<file path="config.mk">
export PLATFORM = sky130hd
export DESIGN_NAME = spkdg_top
export DESIGN_NICKNAME = d
export VERILOG_FILES = /design/src/hdl/spkdg_pkg.sv /design/src/hdl/spkdg_chan.sv /design/src/hdl/spkdg_top.sv
export SDC_FILE = /design/constraint.sdc
export NUM_CORES = 1
export LEC_CHECK = 0
export BUFFER_PORTS_ARGS = -buffer_cell sky130_fd_sc_hd__buf_2
export CORE_UTILIZATION = 45
export CTS_BUF_LIST = sky130_fd_sc_hd__clkbuf_4 sky130_fd_sc_hd__clkbuf_8 sky130_fd_sc_hd__clkbuf_16
export CTS_CLUSTER_DIAMETER = 60
export DETAILED_ROUTE_END_ITERATION = 7
export SYNTH_ARGS = -nofsm -noshare
export SYNTH_HDL_FRONTEND = slang
export SYNTH_SLANG_ARGS = --single-unit
</file>
<file path="constraint.sdc">
create_clock -name clk_i -period 9.5 [get_ports clk_i]
set_input_delay 1.425 -clock clk_i [delete_from_list [all_inputs] [get_ports clk_i]]
set_output_delay 1.425 -clock clk_i [all_outputs]
set_load 0.05 [all_outputs]
</file>
<file path="src/hdl/spkdg_pkg.sv">
package spkdg_pkg;
  localparam int unsigned CLK_HZ = 20000000;
  localparam int unsigned RECHECK_US = 1000;
  localparam int unsigned ACQ_MS = 100;
  localparam int unsigned RECHECK_CYC = (CLK_HZ / 1000000) * RECHECK_US;
  localparam int unsigned ACQ_CYC = (CLK_HZ / 1000) * ACQ_MS;
  localparam int unsigned NCH = 4;
  localparam int unsigned AC_PEAKS_MIN = 3;
  localparam int unsigned IB1_OFS_EN = 5;
  localparam int unsigned IB1_DIAG_EN = 6;
  localparam int unsigned IB1_GAIN_F = 4;
  localparam int unsigned IB1_GAIN_R = 3;
  localparam int unsigned IB2_AC_EN = 2;
  localparam int unsigned IB2_LINE = 3;
  localparam int unsigned IB2_RUN = 4;
  localparam int unsigned DB_GND = 0;
  localparam int unsigned DB_VS = 1;
  localparam int unsigned DB_OPEN = 2;
  localparam int unsigned DB_SHORT = 3;
  localparam int unsigned DB_PERM = 4;
  localparam int unsigned DB_ACOPEN = 5;
  localparam int unsigned DB_DONE = 6;
  localparam int unsigned DB2_OFS_ACT = 7;
  // Channel order: 0 left front, 1 left rear, 2 right front, 3 right rear
  localparam logic [3:0] SRC_IS_POS = 4'h9;
  localparam logic [7:0] BYTE_ZERO = 8'h00;
  typedef enum logic [1:0] {
    SPKDG_IDLE, SPKDG_PULSE, SPKDG_PERM
  } spkdg_top_t;
  typedef enum logic [1:0] {
    SPKDG_RUN, SPKDG_WAIT1, SPKDG_DIAG, SPKDG_RESTART
  } spkdg_ch_t;
endpackage

</file>
<file path="src/hdl/spkdg_chan.sv">
`timescale 1ns/10ps
module spkdg_chan (
  input wire logic clk_i,
  input wire logic rst_i,
  input wire logic ce_i,
  input wire logic diag_en_i,
  input wire logic perm_i,
  input wire logic armed_i,
  input wire logic tick_1ms_i,
  input wire logic acq_done_i,
  input wire logic overload_i,
  input wire logic fault_gnd_pos_i,
  input wire logic fault_gnd_neg_i,
  input wire logic fault_vs_i,
  input wire logic fault_short_i,
  output logic active_o,
  output logic cycle_o,
  output logic [3:0] fault_o
);
  import spkdg_pkg::*;
  parameter bit SRC_POS = 1'b1;
  spkdg_ch_t st_q;
  logic gnd_src, gnd_sink;
  logic [3:0] fault_d;
  assign gnd_src = SRC_POS ? fault_gnd_pos_i : fault_gnd_neg_i;
  assign gnd_sink = SRC_POS ? fault_gnd_neg_i : fault_gnd_pos_i;
  always_comb begin
    fault_d = 4'h0;
    if (fault_vs_i) begin
      fault_d[DB_VS] = 1'b1;
      fault_d[DB_GND] = gnd_src;
    end else if (gnd_src || gnd_sink) begin
      fault_d[DB_GND] = 1'b1;
    end else if (fault_short_i) begin
      fault_d[DB_SHORT] = 1'b1;
    end
  end
  always_ff @(posedge clk_i or posedge rst_i) begin
    if (rst_i) begin
      st_q <= SPKDG_RUN;
      fault_o <= 4'h0;
    end else if (ce_i) begin
      case (st_q)
        SPKDG_RUN: begin
          if (overload_i && perm_i) begin
            st_q <= (diag_en_i && armed_i) ? SPKDG_WAIT1 : SPKDG_RESTART;
          end
        end
        SPKDG_WAIT1: begin
          if (tick_1ms_i) begin
            st_q <= overload_i ? SPKDG_DIAG : SPKDG_RUN;
          end
        end
        SPKDG_DIAG: begin
          if (!overload_i) begin
            fault_o <= 4'h0;
          end else if (acq_done_i) begin
            fault_o <= fault_d;
            st_q <= SPKDG_RESTART;
          end
        end
        SPKDG_RESTART: begin
          if (tick_1ms_i && !overload_i) begin
            st_q <= SPKDG_RUN;
          end
        end
        default: st_q <= SPKDG_RUN;
      endcase
    end
  end
  assign active_o = (st_q == SPKDG_RUN) || (st_q == SPKDG_WAIT1);
  assign cycle_o = (st_q == SPKDG_DIAG);
endmodule

</file>
<file path="src/hdl/spkdg_top.sv">
`timescale 1ns/10ps
module spkdg_top (
  input wire logic clk_i,
  input wire logic rst_i,
  input wire logic ce_i,
  input wire logic [7:0] first_instruction_byte_i,
  input wire logic [7:0] second_instruction_byte_i,
  input wire logic write_i,
  input wire logic read_i,
  input wire logic [3:0] gnd_pos_i,
  input wire logic [3:0] gnd_neg_i,
  input wire logic [3:0] vs_i,
  input wire logic [3:0] short_i,
  input wire logic [3:0] open_i,
  input wire logic [3:0] overload_i,
  input wire logic [3:0] offset_i,
  input wire logic [3:0] peak_i,
  output logic standby_o,
  output logic pulse_o,
  output logic line_thr_o,
  output logic [3:0] ch_active_o,
  output logic [7:0] first_diagnostic_byte_o,
  output logic [7:0] lr_diag_byte_o,
  output logic [7:0] rf_diag_byte_o,
  output logic [7:0] rr_diag_byte_o
);
  import spkdg_pkg::*;
  logic [3:0] gp_s1, gp_q, gn_s1, gn_q, vs_s1, vs_q, sh_s1, sh_q;
  logic [3:0] op_s1, op_q, ov_s1, ov_q, of_s1, of_q, pk_s1, pk_q;
  logic [7:0] ib1_q, ib2_q;
  logic run_prev_q;
  spkdg_top_t top_q;
  logic [31:0] acq_cnt_q;
  logic [15:0] ms_cnt_q;
  logic tick_1ms, acq_done, armed_q, done_q;
  logic [3:0] perm_q;
  logic [3:0] ton_q [NCH];
  logic [3:0] ton_fault [NCH];
  logic [3:0] ch_fault [NCH];
  logic [3:0] ch_cycle, ch_act;
  logic [3:0] ofs_q, pk_prev_q;
  logic [1:0] pk_cnt_q [NCH];
  logic [7:0] db_q [NCH];
  logic [7:0] db_d [NCH];
  logic ofs_win_q, ac_win_q;
  logic start_ton;
  logic [7:0] nib1;
  always_ff @(posedge clk_i or posedge rst_i) begin
    if (rst_i) begin
      {gp_s1, gp_q, gn_s1, gn_q, vs_s1, vs_q, sh_s1, sh_q} <= '0;
      {op_s1, op_q, ov_s1, ov_q, of_s1, of_q, pk_s1, pk_q} <= '0;
    end else if (ce_i) begin
      gp_s1 <= gnd_pos_i;
      gp_q <= gp_s1;
      gn_s1 <= gnd_neg_i;
      gn_q <= gn_s1;
      vs_s1 <= vs_i;
      vs_q <= vs_s1;
      sh_s1 <= short_i;
      sh_q <= sh_s1;
      op_s1 <= open_i;
      op_q <= op_s1;
      ov_s1 <= overload_i;
      ov_q <= ov_s1;
      of_s1 <= offset_i;
      of_q <= of_s1;
      pk_s1 <= peak_i;
      pk_q <= pk_s1;
    end
  end
  // Control bytes
  always_ff @(posedge clk_i or posedge rst_i) begin
    if (rst_i) begin
      ib1_q <= BYTE_ZERO;
      ib2_q <= BYTE_ZERO;
      run_prev_q <= 1'b0;
    end else if (ce_i) begin
      if (write_i) begin
        ib1_q <= first_instruction_byte_i;
        ib2_q <= second_instruction_byte_i;
      end
      run_prev_q <= ib2_q[IB2_RUN];
    end
  end
  assign nib1 = first_instruction_byte_i;
  assign line_thr_o = ib2_q[IB2_LINE] && ib1_q[IB1_GAIN_F]
                      && ib1_q[IB1_GAIN_R];
  assign start_ton = ib2_q[IB2_RUN] && !run_prev_q;
  // Turn-on pulse and acquisition timer
  always_ff @(posedge clk_i or posedge rst_i) begin
    if (rst_i) begin
      top_q <= SPKDG_IDLE;
      acq_cnt_q <= '0;
    end else if (ce_i) begin
      case (top_q)
        SPKDG_IDLE: begin
          if (start_ton && ib1_q[IB1_DIAG_EN] && armed_q) begin
            top_q <= SPKDG_PULSE;
          end else if (start_ton) begin
            top_q <= SPKDG_PERM;
          end
        end
        SPKDG_PULSE: begin
          if (acq_done) begin
            top_q <= SPKDG_PERM;
          end
        end
        SPKDG_PERM: begin
          if (!ib2_q[IB2_RUN]) begin
            top_q <= SPKDG_IDLE;
          end
        end
        default: top_q <= SPKDG_IDLE;
      endcase
      if (top_q == SPKDG_PULSE || (|ch_cycle)) begin
        acq_cnt_q <= acq_done ? '0 : acq_cnt_q + 32'h1;
      end else begin
        acq_cnt_q <= '0;
      end
    end
  end
  assign acq_done = (acq_cnt_q == ACQ_CYC - 1);
  assign pulse_o = (top_q == SPKDG_PULSE);
  assign standby_o = (top_q != SPKDG_PERM);
  // 1 ms recheck tick, shared by all channels
  always_ff @(posedge clk_i or posedge rst_i) begin
    if (rst_i) begin
      ms_cnt_q <= '0;
    end else if (ce_i) begin
      ms_cnt_q <= tick_1ms ? '0 : ms_cnt_q + 16'h1;
    end
  end
  assign tick_1ms = (ms_cnt_q == 16'(RECHECK_CYC - 1));
  // Cycle arming: re-armed by a read, spent when a cycle ends; a cycle end wins over a read in the same cycle
  always_ff @(posedge clk_i or posedge rst_i) begin
    if (rst_i) begin
      armed_q <= 1'b1;
      done_q <= 1'b0;
    end else if (ce_i) begin
      if ((top_q == SPKDG_PULSE || (|ch_cycle)) && acq_done) begin
        armed_q <= 1'b0;
        done_q <= 1'b1;
      end else if (read_i) begin
        armed_q <= 1'b1;
        done_q <= 1'b0;
      end
    end
  end
  // Per channel turn-on result, held until the next turn-on pulse ends
  genvar g;
  for (g = 0; g < NCH; g++) begin : g_ch
    always_comb begin
      ton_fault[g] = 4'h0;
      if (vs_q[g]) begin
        ton_fault[g][DB_VS] = 1'b1;
        ton_fault[g][DB_GND] = SRC_IS_POS[g] ? gp_q[g] : gn_q[g];
      end else if ((SRC_IS_POS[g] ? gn_q[g] : gp_q[g]) && op_q[g]) begin
        ton_fault[g][DB_OPEN] = 1'b1;
      end else if (gp_q[g] || gn_q[g]) begin
        ton_fault[g][DB_GND] = 1'b1;
      end else if (sh_q[g]) begin
        ton_fault[g][DB_SHORT] = 1'b1;
      end else if (op_q[g]) begin
        ton_fault[g][DB_OPEN] = 1'b1;
      end
    end
    always_ff @(posedge clk_i or posedge rst_i) begin
      if (rst_i) begin
        ton_q[g] <= 4'h0;
        perm_q[g] <= 1'b0;
      end else if (ce_i) begin
        if (top_q == SPKDG_PULSE && acq_done) begin
          ton_q[g] <= ton_fault[g];
          perm_q[g] <= 1'b0;
        end else if (ch_cycle[g]) begin
          perm_q[g] <= 1'b1;
        end
      end
    end
    spkdg_chan #(.SRC_POS(SRC_IS_POS[g])) u_chan (
      .clk_i(clk_i),
      .rst_i(rst_i),
      .ce_i(ce_i),
      .diag_en_i(ib1_q[IB1_DIAG_EN]),
      .perm_i(top_q == SPKDG_PERM),
      .armed_i(armed_q),
      .tick_1ms_i(tick_1ms),
      .acq_done_i(acq_done),
      .overload_i(ov_q[g]),
      .fault_gnd_pos_i(gp_q[g]),
      .fault_gnd_neg_i(gn_q[g]),
      .fault_vs_i(vs_q[g]),
      .fault_short_i(sh_q[g]),
      .active_o(ch_act[g]),
      .cycle_o(ch_cycle[g]),
      .fault_o(ch_fault[g])
    );
    // Offset must hold across the window; AC needs three peaks
    always_ff @(posedge clk_i or posedge rst_i) begin
      if (rst_i) begin
        ofs_q[g] <= 1'b0;
        pk_prev_q[g] <= 1'b0;
        pk_cnt_q[g] <= 2'h0;
      end else if (ce_i) begin
        pk_prev_q[g] <= pk_q[g];
        if (read_i || (write_i && nib1[IB1_OFS_EN] && !ib1_q[IB1_OFS_EN]))
        begin
          ofs_q[g] <= 1'b1;
        end else if (!of_q[g] || (|ov_q)) begin
          ofs_q[g] <= 1'b0;
        end
        if (read_i || !ac_win_q) begin
          pk_cnt_q[g] <= 2'h0;
        end else if (pk_q[g] && !pk_prev_q[g]
                     && pk_cnt_q[g] != 2'(AC_PEAKS_MIN)) begin
          pk_cnt_q[g] <= pk_cnt_q[g] + 2'h1;
        end
      end
    end
    always_comb begin
      db_d[g] = BYTE_ZERO;
      db_d[g][3:0] = perm_q[g] ? ch_fault[g] : ton_q[g];
      if (ofs_win_q && ofs_q[g] && !perm_q[g] && ton_q[g] == 4'h0) begin
        db_d[g][DB_OPEN] = 1'b1;
      end
      db_d[g][DB_PERM] = perm_q[g];
      db_d[g][DB_ACOPEN] = ac_win_q
                           && pk_cnt_q[g] != 2'(AC_PEAKS_MIN);
    end
  end
  // Windows for the offset and AC tests, abandoned on protection
  always_ff @(posedge clk_i or posedge rst_i) begin
    if (rst_i) begin
      ofs_win_q <= 1'b0;
      ac_win_q <= 1'b0;
    end else if (ce_i) begin
      if (|ov_q) begin
        ofs_win_q <= 1'b0;
        ac_win_q <= 1'b0;
      end else begin
        ofs_win_q <= ib1_q[IB1_OFS_EN];
        ac_win_q <= ib2_q[IB2_AC_EN];
      end
    end
  end
  // Read snapshot: the read returns the previous cycle's results
  always_ff @(posedge clk_i or posedge rst_i) begin
    if (rst_i) begin
      for (int i = 0; i < NCH; i++) begin
        db_q[i] <= BYTE_ZERO;
      end
    end else if (ce_i && read_i) begin
      for (int i = 0; i < NCH; i++) begin
        db_q[i] <= db_d[i];
      end
      db_q[0][DB_DONE] <= done_q;
      db_q[1][DB2_OFS_ACT] <= ofs_win_q;
    end
  end
  assign first_diagnostic_byte_o = db_q[0];
  assign lr_diag_byte_o = db_q[1];
  assign rf_diag_byte_o = db_q[2];
  assign rr_diag_byte_o = db_q[3];
  assign ch_active_o = ch_act & {NCH{!standby_o}};

  property p_pulse_standby;
    @(posedge clk_i) disable iff (rst_i) pulse_o |-> standby_o;
  endproperty
  a_pulse_standby: assert property (p_pulse_standby)
    else $error("pulse outside standby");
  property p_read_arms;
    @(posedge clk_i) disable iff (rst_i)
      (ce_i && read_i && !(|ch_cycle) && !pulse_o) |=> armed_q;
  endproperty
  a_read_arms: assert property (p_read_arms)
    else $error("read did not re-arm");
  property p_off_in_standby;
    @(posedge clk_i) disable iff (rst_i) standby_o |-> (ch_active_o == 4'h0);
  endproperty
  a_off_in_standby: assert property (p_off_in_standby)
    else $error("channel active in standby");
  property p_pulse_to_perm;
    @(posedge clk_i) disable iff (rst_i) $fell(pulse_o) |-> !standby_o;
  endproperty
  a_pulse_to_perm: assert property (p_pulse_to_perm)
    else $error("pulse end did not bias the stage");
  property p_done_flag;
    @(posedge clk_i) disable iff (rst_i)
      (ce_i && read_i) |=> first_diagnostic_byte_o[DB_DONE] == $past(done_q);
  endproperty
  a_done_flag: assert property (p_done_flag)
    else $error("done bit not captured at read");
  // Bytes move only at a read, so a host never sees a half update
  property p_bytes_hold;
    @(posedge clk_i) disable iff (rst_i)
      !(ce_i && read_i) |=> ($stable(first_diagnostic_byte_o)
        && $stable(lr_diag_byte_o) && $stable(rf_diag_byte_o)
        && $stable(rr_diag_byte_o));
  endproperty
  a_bytes_hold: assert property (p_bytes_hold)
    else $error("result bytes moved without a read");
  property p_cycle_done;
    @(posedge clk_i) disable iff (rst_i)
      (ce_i && (|ch_cycle) && acq_done) |=> (done_q && !armed_q);
  endproperty
  a_cycle_done: assert property (p_cycle_done)
    else $error("diagnostic cycle end not recorded");
  c_pulse: cover property (@(posedge clk_i) disable iff (rst_i) pulse_o);
  c_diag: cover property (@(posedge clk_i) disable iff (rst_i) |ch_cycle);
  c_done: cover property (@(posedge clk_i) disable iff (rst_i) done_q);
endmodule

</file>
==> metrics.md, run 1 <==
| Metric | Value |
|---|---|
| Setup slack at placement | 5.220 ns |
| Setup Total Neg Slack | 0 ns |
| Fin crit period | 3.776 ns |
| Initial core utilization | 46.39% |
| CP Cell Sequence | buf_4 > buf_4 > nand4_1 > nor4_4 > nand4_1 > xor2_1 > nor2_1 |
| Drt wl/cell | 15.70 microns |
| GR Util met3 | 2.980% |
| Core ar. | 19720 sq um |
| Number of synthesized flops with an enable pin | 0 |
| Power consumption | 2.233 mW |
| Hold buffers post-CTS | 0 |
| Setup ws final | 5.724 ns |
| Yosys cell types | 52 |
| Top cells by area in the synthesized netlist | dfrtp_1, mux2_2, nand2_1, o21ai_0, xor2_1 |
| Ant. Diodes | 0 |
| DR DRC count | 0 |
| Fin. Hold Viols | 0 |
| DP HPWL | 12.27 mm |
| Met1 global-route usage | 28.44% |
| Switch share | 27.35% |
| Clk buf depth | 3 |
| GPL Wtd Cong | 0.7658 |
| Vias in the first global route | 5833 |
| Max Freq | 264.9 MHz |
| GRT Total Usage | 18.80% |
| Slowest cell on crit path | nor4_4 |
| Die Wd | 144.6 microns |
| Synth top area share | 56.63% |
| Post-CTS setup buffers | 0 |
| Via count | 6247 |
| Final setup vio count | 0 |
| PD cells | 211.5 nW/um^2 |
| Cells after synthesis | 827 |
| Reg clk slew, reported paths | 0.06 ns |
| Drt pass-1 iters | 4 |
| CTS tree | built |
| Vias per cell | 5.281 |
| CP bufs+invs | 2 |
| Number of nets in the layout | 960 |
| Share of cells above drive strength 1 | 23.64% |
| Startpoint types | primary input |
| Comb pwr share | 12.3% |
| Resize count post-CTS | 0 |
| Critical path type | in2reg |
| Max cap viols | 0 |
| Fin. max-slew vios | 0 |
| Sequential share of the synthesized area | 56.91% |
| Die area | 20900 sq um |
| CP Capture Type | flop |
| Worst Hold Class | reg2reg |
| Drt first-iter violations | 275 |
| Final cell count without fillers | 1183 |
| Die Span Y | 144.6 microns |
| VDD IR max | 0.1575 mV |
| Post-place instance area | 9751 sq um |
| Initial antenna violation count | 0 |
| Worst path top cell family by delay | simple AND/OR/NAND/NOR gates |
| Crit path arrival time | 4.16 ns |
| Cell accounting for the most synthesized area | dfrtp_1 |
| Largest net degree at the start of global routing | 137 |
| Post-placement cell count | 1140 |
| Critical path required time | 9.88 ns |
| RSZ-0062 raised after global routing | no |
| Met2 Track Usage GR | 27.96% |
| Worst Tran Pin Value | 0.9782 ns |
| Latest clock arrival within the worst-skew pair | 0.52 ns |
| Row Count | 51 |
| H-tree depth | 1 |
| I/O pins | 92 |
| CP max stage delay | 0.68 ns |
| Power share of the clock group | 41.2% |
| YS warnings | 0 |
| Syn_area_per_cell | 11.06 sq um |
| Period utilization | 39.74% |
| Worst Clk Skew | 0.01906 ns |
| IO buf count | 76 |
| Area Overhead vs Synth | 15.44% |
| Int Pwr | 1.622 mW |
| Synth Flop Type | dfrtp_1 |
| Synth async-reset ratio | 100.0% |
| GR peak layer | met1 |
| Cell Area, Synth | 9148 sq um |
| Final Cell Area | 10560 sq um |
| Leak Pwr | 4.861 nW |
| Seq cells post-synth | 208 |
| Flop pwr share | 46.4% |
| Clock buffers created by TritonCTS | 24 |
| Hold Slack | 0.4692 ns |
| CTS Sinks | 208 |
| Grt ovf | 0 |
| Most numerous cell in the Yosys netlist | dfrtp_1 |
| Switch Pwr | 610.9 uW |
| Detail Route Antenna Nets | 0 |
| First-pass GRT wire length | 30.93 mm |
| Status | finished clean |
| Root buf cell | clkbuf_16 |
| Commonest cells post-synth | dfrtp_1, nand2_1, mux2_2 |
| Utilization after layout | 53.56% |
| Routed WL | 18.57 mm |
| Max_slew headroom | 34.79% |
| Crit-path max FO | 60 |
final timing paths:
kind / from / to / slack, ns / depth (start not counted)
setup / recovery: ce_i / acq_cnt_q[25]$_DFFE_PP0P_ / 5.72 / 7
hold / removal: lr_diag_byte_o[2]$_DFFE_PP0P_ / lr_diag_byte_o[2]$_DFFE_PP0P_ / 0.47 / 2
setup reg to reg: acq_cnt_q[25]$_DFFE_PP0P_ / acq_cnt_q[16]$_DFFE_PP0P_ / 6.85 / 6
hold reg to reg: lr_diag_byte_o[2]$_DFFE_PP0P_ / lr_diag_byte_o[2]$_DFFE_PP0P_ / 0.47 / 2
max in group asynchronous: rst_i / op_q[0]$_DFFE_PP0P_ / 6.88 / 3
min in group asynchronous: rst_i / acq_cnt_q[9]$_DFFE_PP0P_ / 1.08 / 2
cell type report:
cell class | instances | area (sq um)
fillers | 1765 | 9158
clock inverters | 7 | 81.33
clock buffers | 36 | 728.2
multi-input cells | 561 | 3684
inverters | 23 | 93.84
repair buffers | 83 | 435.4
flip-flops and latches | 208 | 5206
well taps | 265 | 331.6
worst reg2reg max path: stages (launching register included):
cell     delay (ns)
dfrtp_1        0.40
or4_1          0.57
nor3_2         0.20
nand3_2        0.44
a21oi_2        0.50
buf_4          0.33
nor2_1         0.09
cell usage in the layout, fill, tap and decap left out, types with 10 or more instances in the layout:
cell type / count
a22o_1: 10
clkbuf_16: 24
buf_2: 75
nor3_1: 10
and3_1: 14
nand2_1: 99
nor2_1: 61
mux2i_1: 14
mux2_2: 77
xor2_1: 27
dfrtp_1: 207
nand4_1: 23
inv_1: 21
o21ai_0: 65
a21oi_1: 30
nand3_1: 19
xnor2_1: 12
sequential cells by signal, summed over array words and instances (netlist names), 6 cells and up:
| name | cells |
|---|---|
| g_ch.u_chan.fault_o | 12 |
| acq_cnt_q | 32 |
| g_ch.u_chan.st_q | 8 |
| first_diagnostic_byte_o | 7 |
| rr_diag_byte_o | 6 |
| rf_diag_byte_o | 6 |
| ms_cnt_q | 16 |
| lr_diag_byte_o | 7 |
| ton_q | 16 |
| pk_cnt_q | 8 |
metal layers:
layer | wire length [microns] | up-vias
li1 | - | 3055
met1 | 9206 | 3062
met2 | 8275 | 100
met3 | 660 | 30
met4 | 428 | 0
met5 | 0 | -
logic make-up (layout without fill, tap and decap cells):
group | after synthesis | count (layout) | synth area share [%]
flip-flops | 208 | 208 | 56.91
multiplexers | 92 | 92 | 11.13
XOR/XNOR | 39 | 39 | 3.734
adder cells (fa/ha/maj) | 6 | 6 | 0.8207
AO/OA/AOI/OAI | 142 | 142 | 9.260
other | 1 | 6 | 0.04099
AND/OR/NAND/NOR | 276 | 276 | 15.03
buffers and inverters | 63 | 149 | 3.064
power groups by stage:
stage,Combinational [mW],Clock [mW],Sequential (mW)
6_report,0.276,0.921,1.04
5_1_grt,0.307,0.979,1.05
4_1_cts,0.281,0.945,1.04
3_5_place_dp,0.280,0,1.05
3_3_place_gp,0.277,0,1.05
2_1_floorplan,0.212,0,1.04
(Power assumes the default switching activity.)
==> run 2: changes to the inputs <==
- clock period: 9.5 -> 3.9 ns (I/O delays scaled with it)
==> metrics.md, run 2 (synthesis gave the netlist of run 1 again) <==
| Metric | Value |
|---|---|
| Setup ws final | 1.449 ns (-4.275 ns) |
| Clock buffers created by TritonCTS | 24 (unchanged) |
| Worst Clk Skew | 0.009119 ns (-0.009941 ns) |
| Hold buffers post-CTS | 0 (unchanged) |
| CP Cell Sequence | nor2_1 > buf_2 |
| GR Util met3 | 2.881% (-0.099 points) |
| Latest clock arrival within the worst-skew pair | 0.50 ns (-0.02 ns) |
| PD cells | 513.5 nW/um^2 (+140%) |
| CTS tree | built |
| Clk buf depth | 3 (unchanged) |
| Crit path arrival time | 1.87 ns (-2.29 ns) |
| Crit-path max FO | 7 (-88%) |
| RSZ-0062 raised after global routing | no |
| Critical path required time | 3.31 ns (-6.57 ns) |
| Critical path type | reg2out |
| Worst Hold Class | in2async |
| CP max stage delay | 0.53 ns (-0.15 ns) |
| Detail Route Antenna Nets | 0 (unchanged) |
| Fin. Hold Viols | 0 (unchanged) |
| Drt first-iter violations | 313 (+14%) |
| Status | finished clean |
| CP Capture Type | output port |
| Die Wd | 144.6 microns (unchanged) |
| Setup slack at placement | 1.332 ns (-3.888 ns) |
| Largest Register | acq_cnt_q |
| Share of cells above drive strength 1 | 23.64% (unchanged) |
| DP HPWL | 12.39 mm (+1.0%) |
| Routed WL | 18.44 mm (-0.69%) |
| Most common cell after layout, fill and taps aside | dfrtp_1 |
| Area Overhead vs Synth | 15.81% |
| Die Span Y | 144.6 microns (unchanged) |
| Vias in the first global route | 6067 (+4.0%) |
| CP bufs+invs | 1 (-1) |
| Number of nets in the layout | 962 (+0.21%) |
| Hold Slack | 0.1837 ns (-0.2855 ns) |
| Core ar. | 19720 sq um (unchanged) |
| Worst path top cell family by delay | simple AND/OR/NAND/NOR gates |
| Leak Pwr | 4.868 nW (+0.14%) |
| Fin crit period | 2.451 ns |
| Grt ovf | 0 (unchanged) |
| GPL Wtd Cong | 0.7811 (+2.0%) |
| Met2 Track Usage GR | 28.80% (+0.84 points) |
| Drt pass-1 iters | 4 (unchanged) |
| I/O pins | 92 (unchanged) |
| Resize count post-CTS | 0 (unchanged) |
| Most frequent cells in the layout | dfrtp_1, nand2_1, mux2_2, buf_2, o21ai_0 |
| Met1 global-route usage | 27.35% (-1.1 points) |
| DR DRC count | 0 (unchanged) |
| Row Count | 51 (unchanged) |
| Period utilization | 62.85% |
| Vias per cell | 5.227 (-1.0%) |
| Max_slew headroom | 46.15% (+11 points) |
| Largest register FFs | 32 (unchanged) |
| CTS Sinks | 208 (unchanged) |
| Initial core utilization | 46.39% (unchanged) |
| Via count | 6183 (-1.0%) |
| Die area | 20900 sq um (unchanged) |
| Root buf cell | clkbuf_16 |
| Final cell count without fillers | 1183 (unchanged) |
| Post-placement cell count | 1142 (+0.18%) |
| Reg clk slew, reported paths | 0.06 ns (about the same) |
| Largest net degree at the start of global routing | 99 (-28%) |
| Final setup vio count | 0 (unchanged) |
| Ant. Diodes | 0 (unchanged) |
| Largest regs | acq_cnt_q (32), ms_cnt_q (16), ton_q (16) |
| IO buf count | 76 (unchanged) |
| Post-CTS setup buffers | 0 (unchanged) |
| Max cap viols | 0 (unchanged) |
| Worst Tran Pin Value | 0.7993 ns (-0.1788 ns) |
| Startpoint types | flop |
| H-tree depth | 1 (unchanged) |
| Setup Total Neg Slack | 0 ns (unchanged) |
| Fin. max-slew vios | 0 (unchanged) |
| Drt wl/cell | 15.59 microns (-0.69%) |
| Power consumption | 5.439 mW (+140%) |
| GR peak layer | met2 |
| GRT Total Usage | 18.63% (-0.17 points) |
| VDD IR max | 0.3822 mV (+140%) |
| Slowest cell on crit path | nor2_1 |
| Initial antenna violation count | 0 (unchanged) |
| First-pass GRT wire length | 30.88 mm (-0.16%) |
| Max Freq | 408.0 MHz |
==> run 2: cell types whose count changed in the layout (fill, tap and decap cells not counted), sizes merged <==
cell,previous run,this run
inv,24,22
clkinv,5,2
clkinvlp,0,2
clkbuf,36,37
buf,83,85
==> run 2: per-layer routing <==
layer	share of wire, %	vias to the layer above
met4	2.2	0
met1	49	2998
li1	-	3057
met2	45	103
met3	3.7	25
met5	0	-
==> run 2: power breakdown <==
group	total [mW]	internal [mW]	switching [mW]
clock	2.23	1.40	0.837
combinational	0.681	0.255	0.426
sequential	2.53	2.34	0.185
total	5.44	3.99	1.45
==> run 2: area by class of cell <==
class / instances / area [sq um]
Inverter: 23 / 90.09
Fill cell: 1730 / 9124
Tap cell: 265 / 331.6
Clock inverter: 4 / 47.55
Sequential cell: 208 / 5206
Timing Repair Buffer: 85 / 475.5
Multi-Input combinational cell: 561 / 3684
Clock buffer: 37 / 759.5
==> run 2: final timing paths <==
| kind | startpoint | end | slack [ns] | cells past startpoint |
|---|---|---|---|---|
| setup / recovery | top_q[1]$_DFFE_PP0P_ | pulse_o | 1.45 | 2 |
| hold / removal | rst_i | ib1_q[4]$_DFFE_PP0P_ | 0.18 | 2 |
| setup reg to reg | acq_cnt_q[26]$_DFFE_PP0P_ | acq_cnt_q[16]$_DFFE_PP0P_ | 1.52 | 6 |
| hold reg to reg | lr_diag_byte_o[2]$_DFFE_PP0P_ | lr_diag_byte_o[2]$_DFFE_PP0P_ | 0.47 | 2 |
| max in group asynchronous | rst_i | ton_q[5]$_DFFE_PP0P_ | 2.80 | 3 |
| min in group clk_i | gnd_neg_i[3] | gn_s1[3]$_DFFE_PP0P_ | 0.31 | 2 |
==> run 2: per-stage QoR <==
stage                     instance area [sq um]  utilization [%]
after floorplan                            9170                -
after global placement                     9787            49.64
after detailed placement                   9787            49.64
after CTS                                 10590            53.73
after global routing                      10590            53.73
final                                     10590            53.73
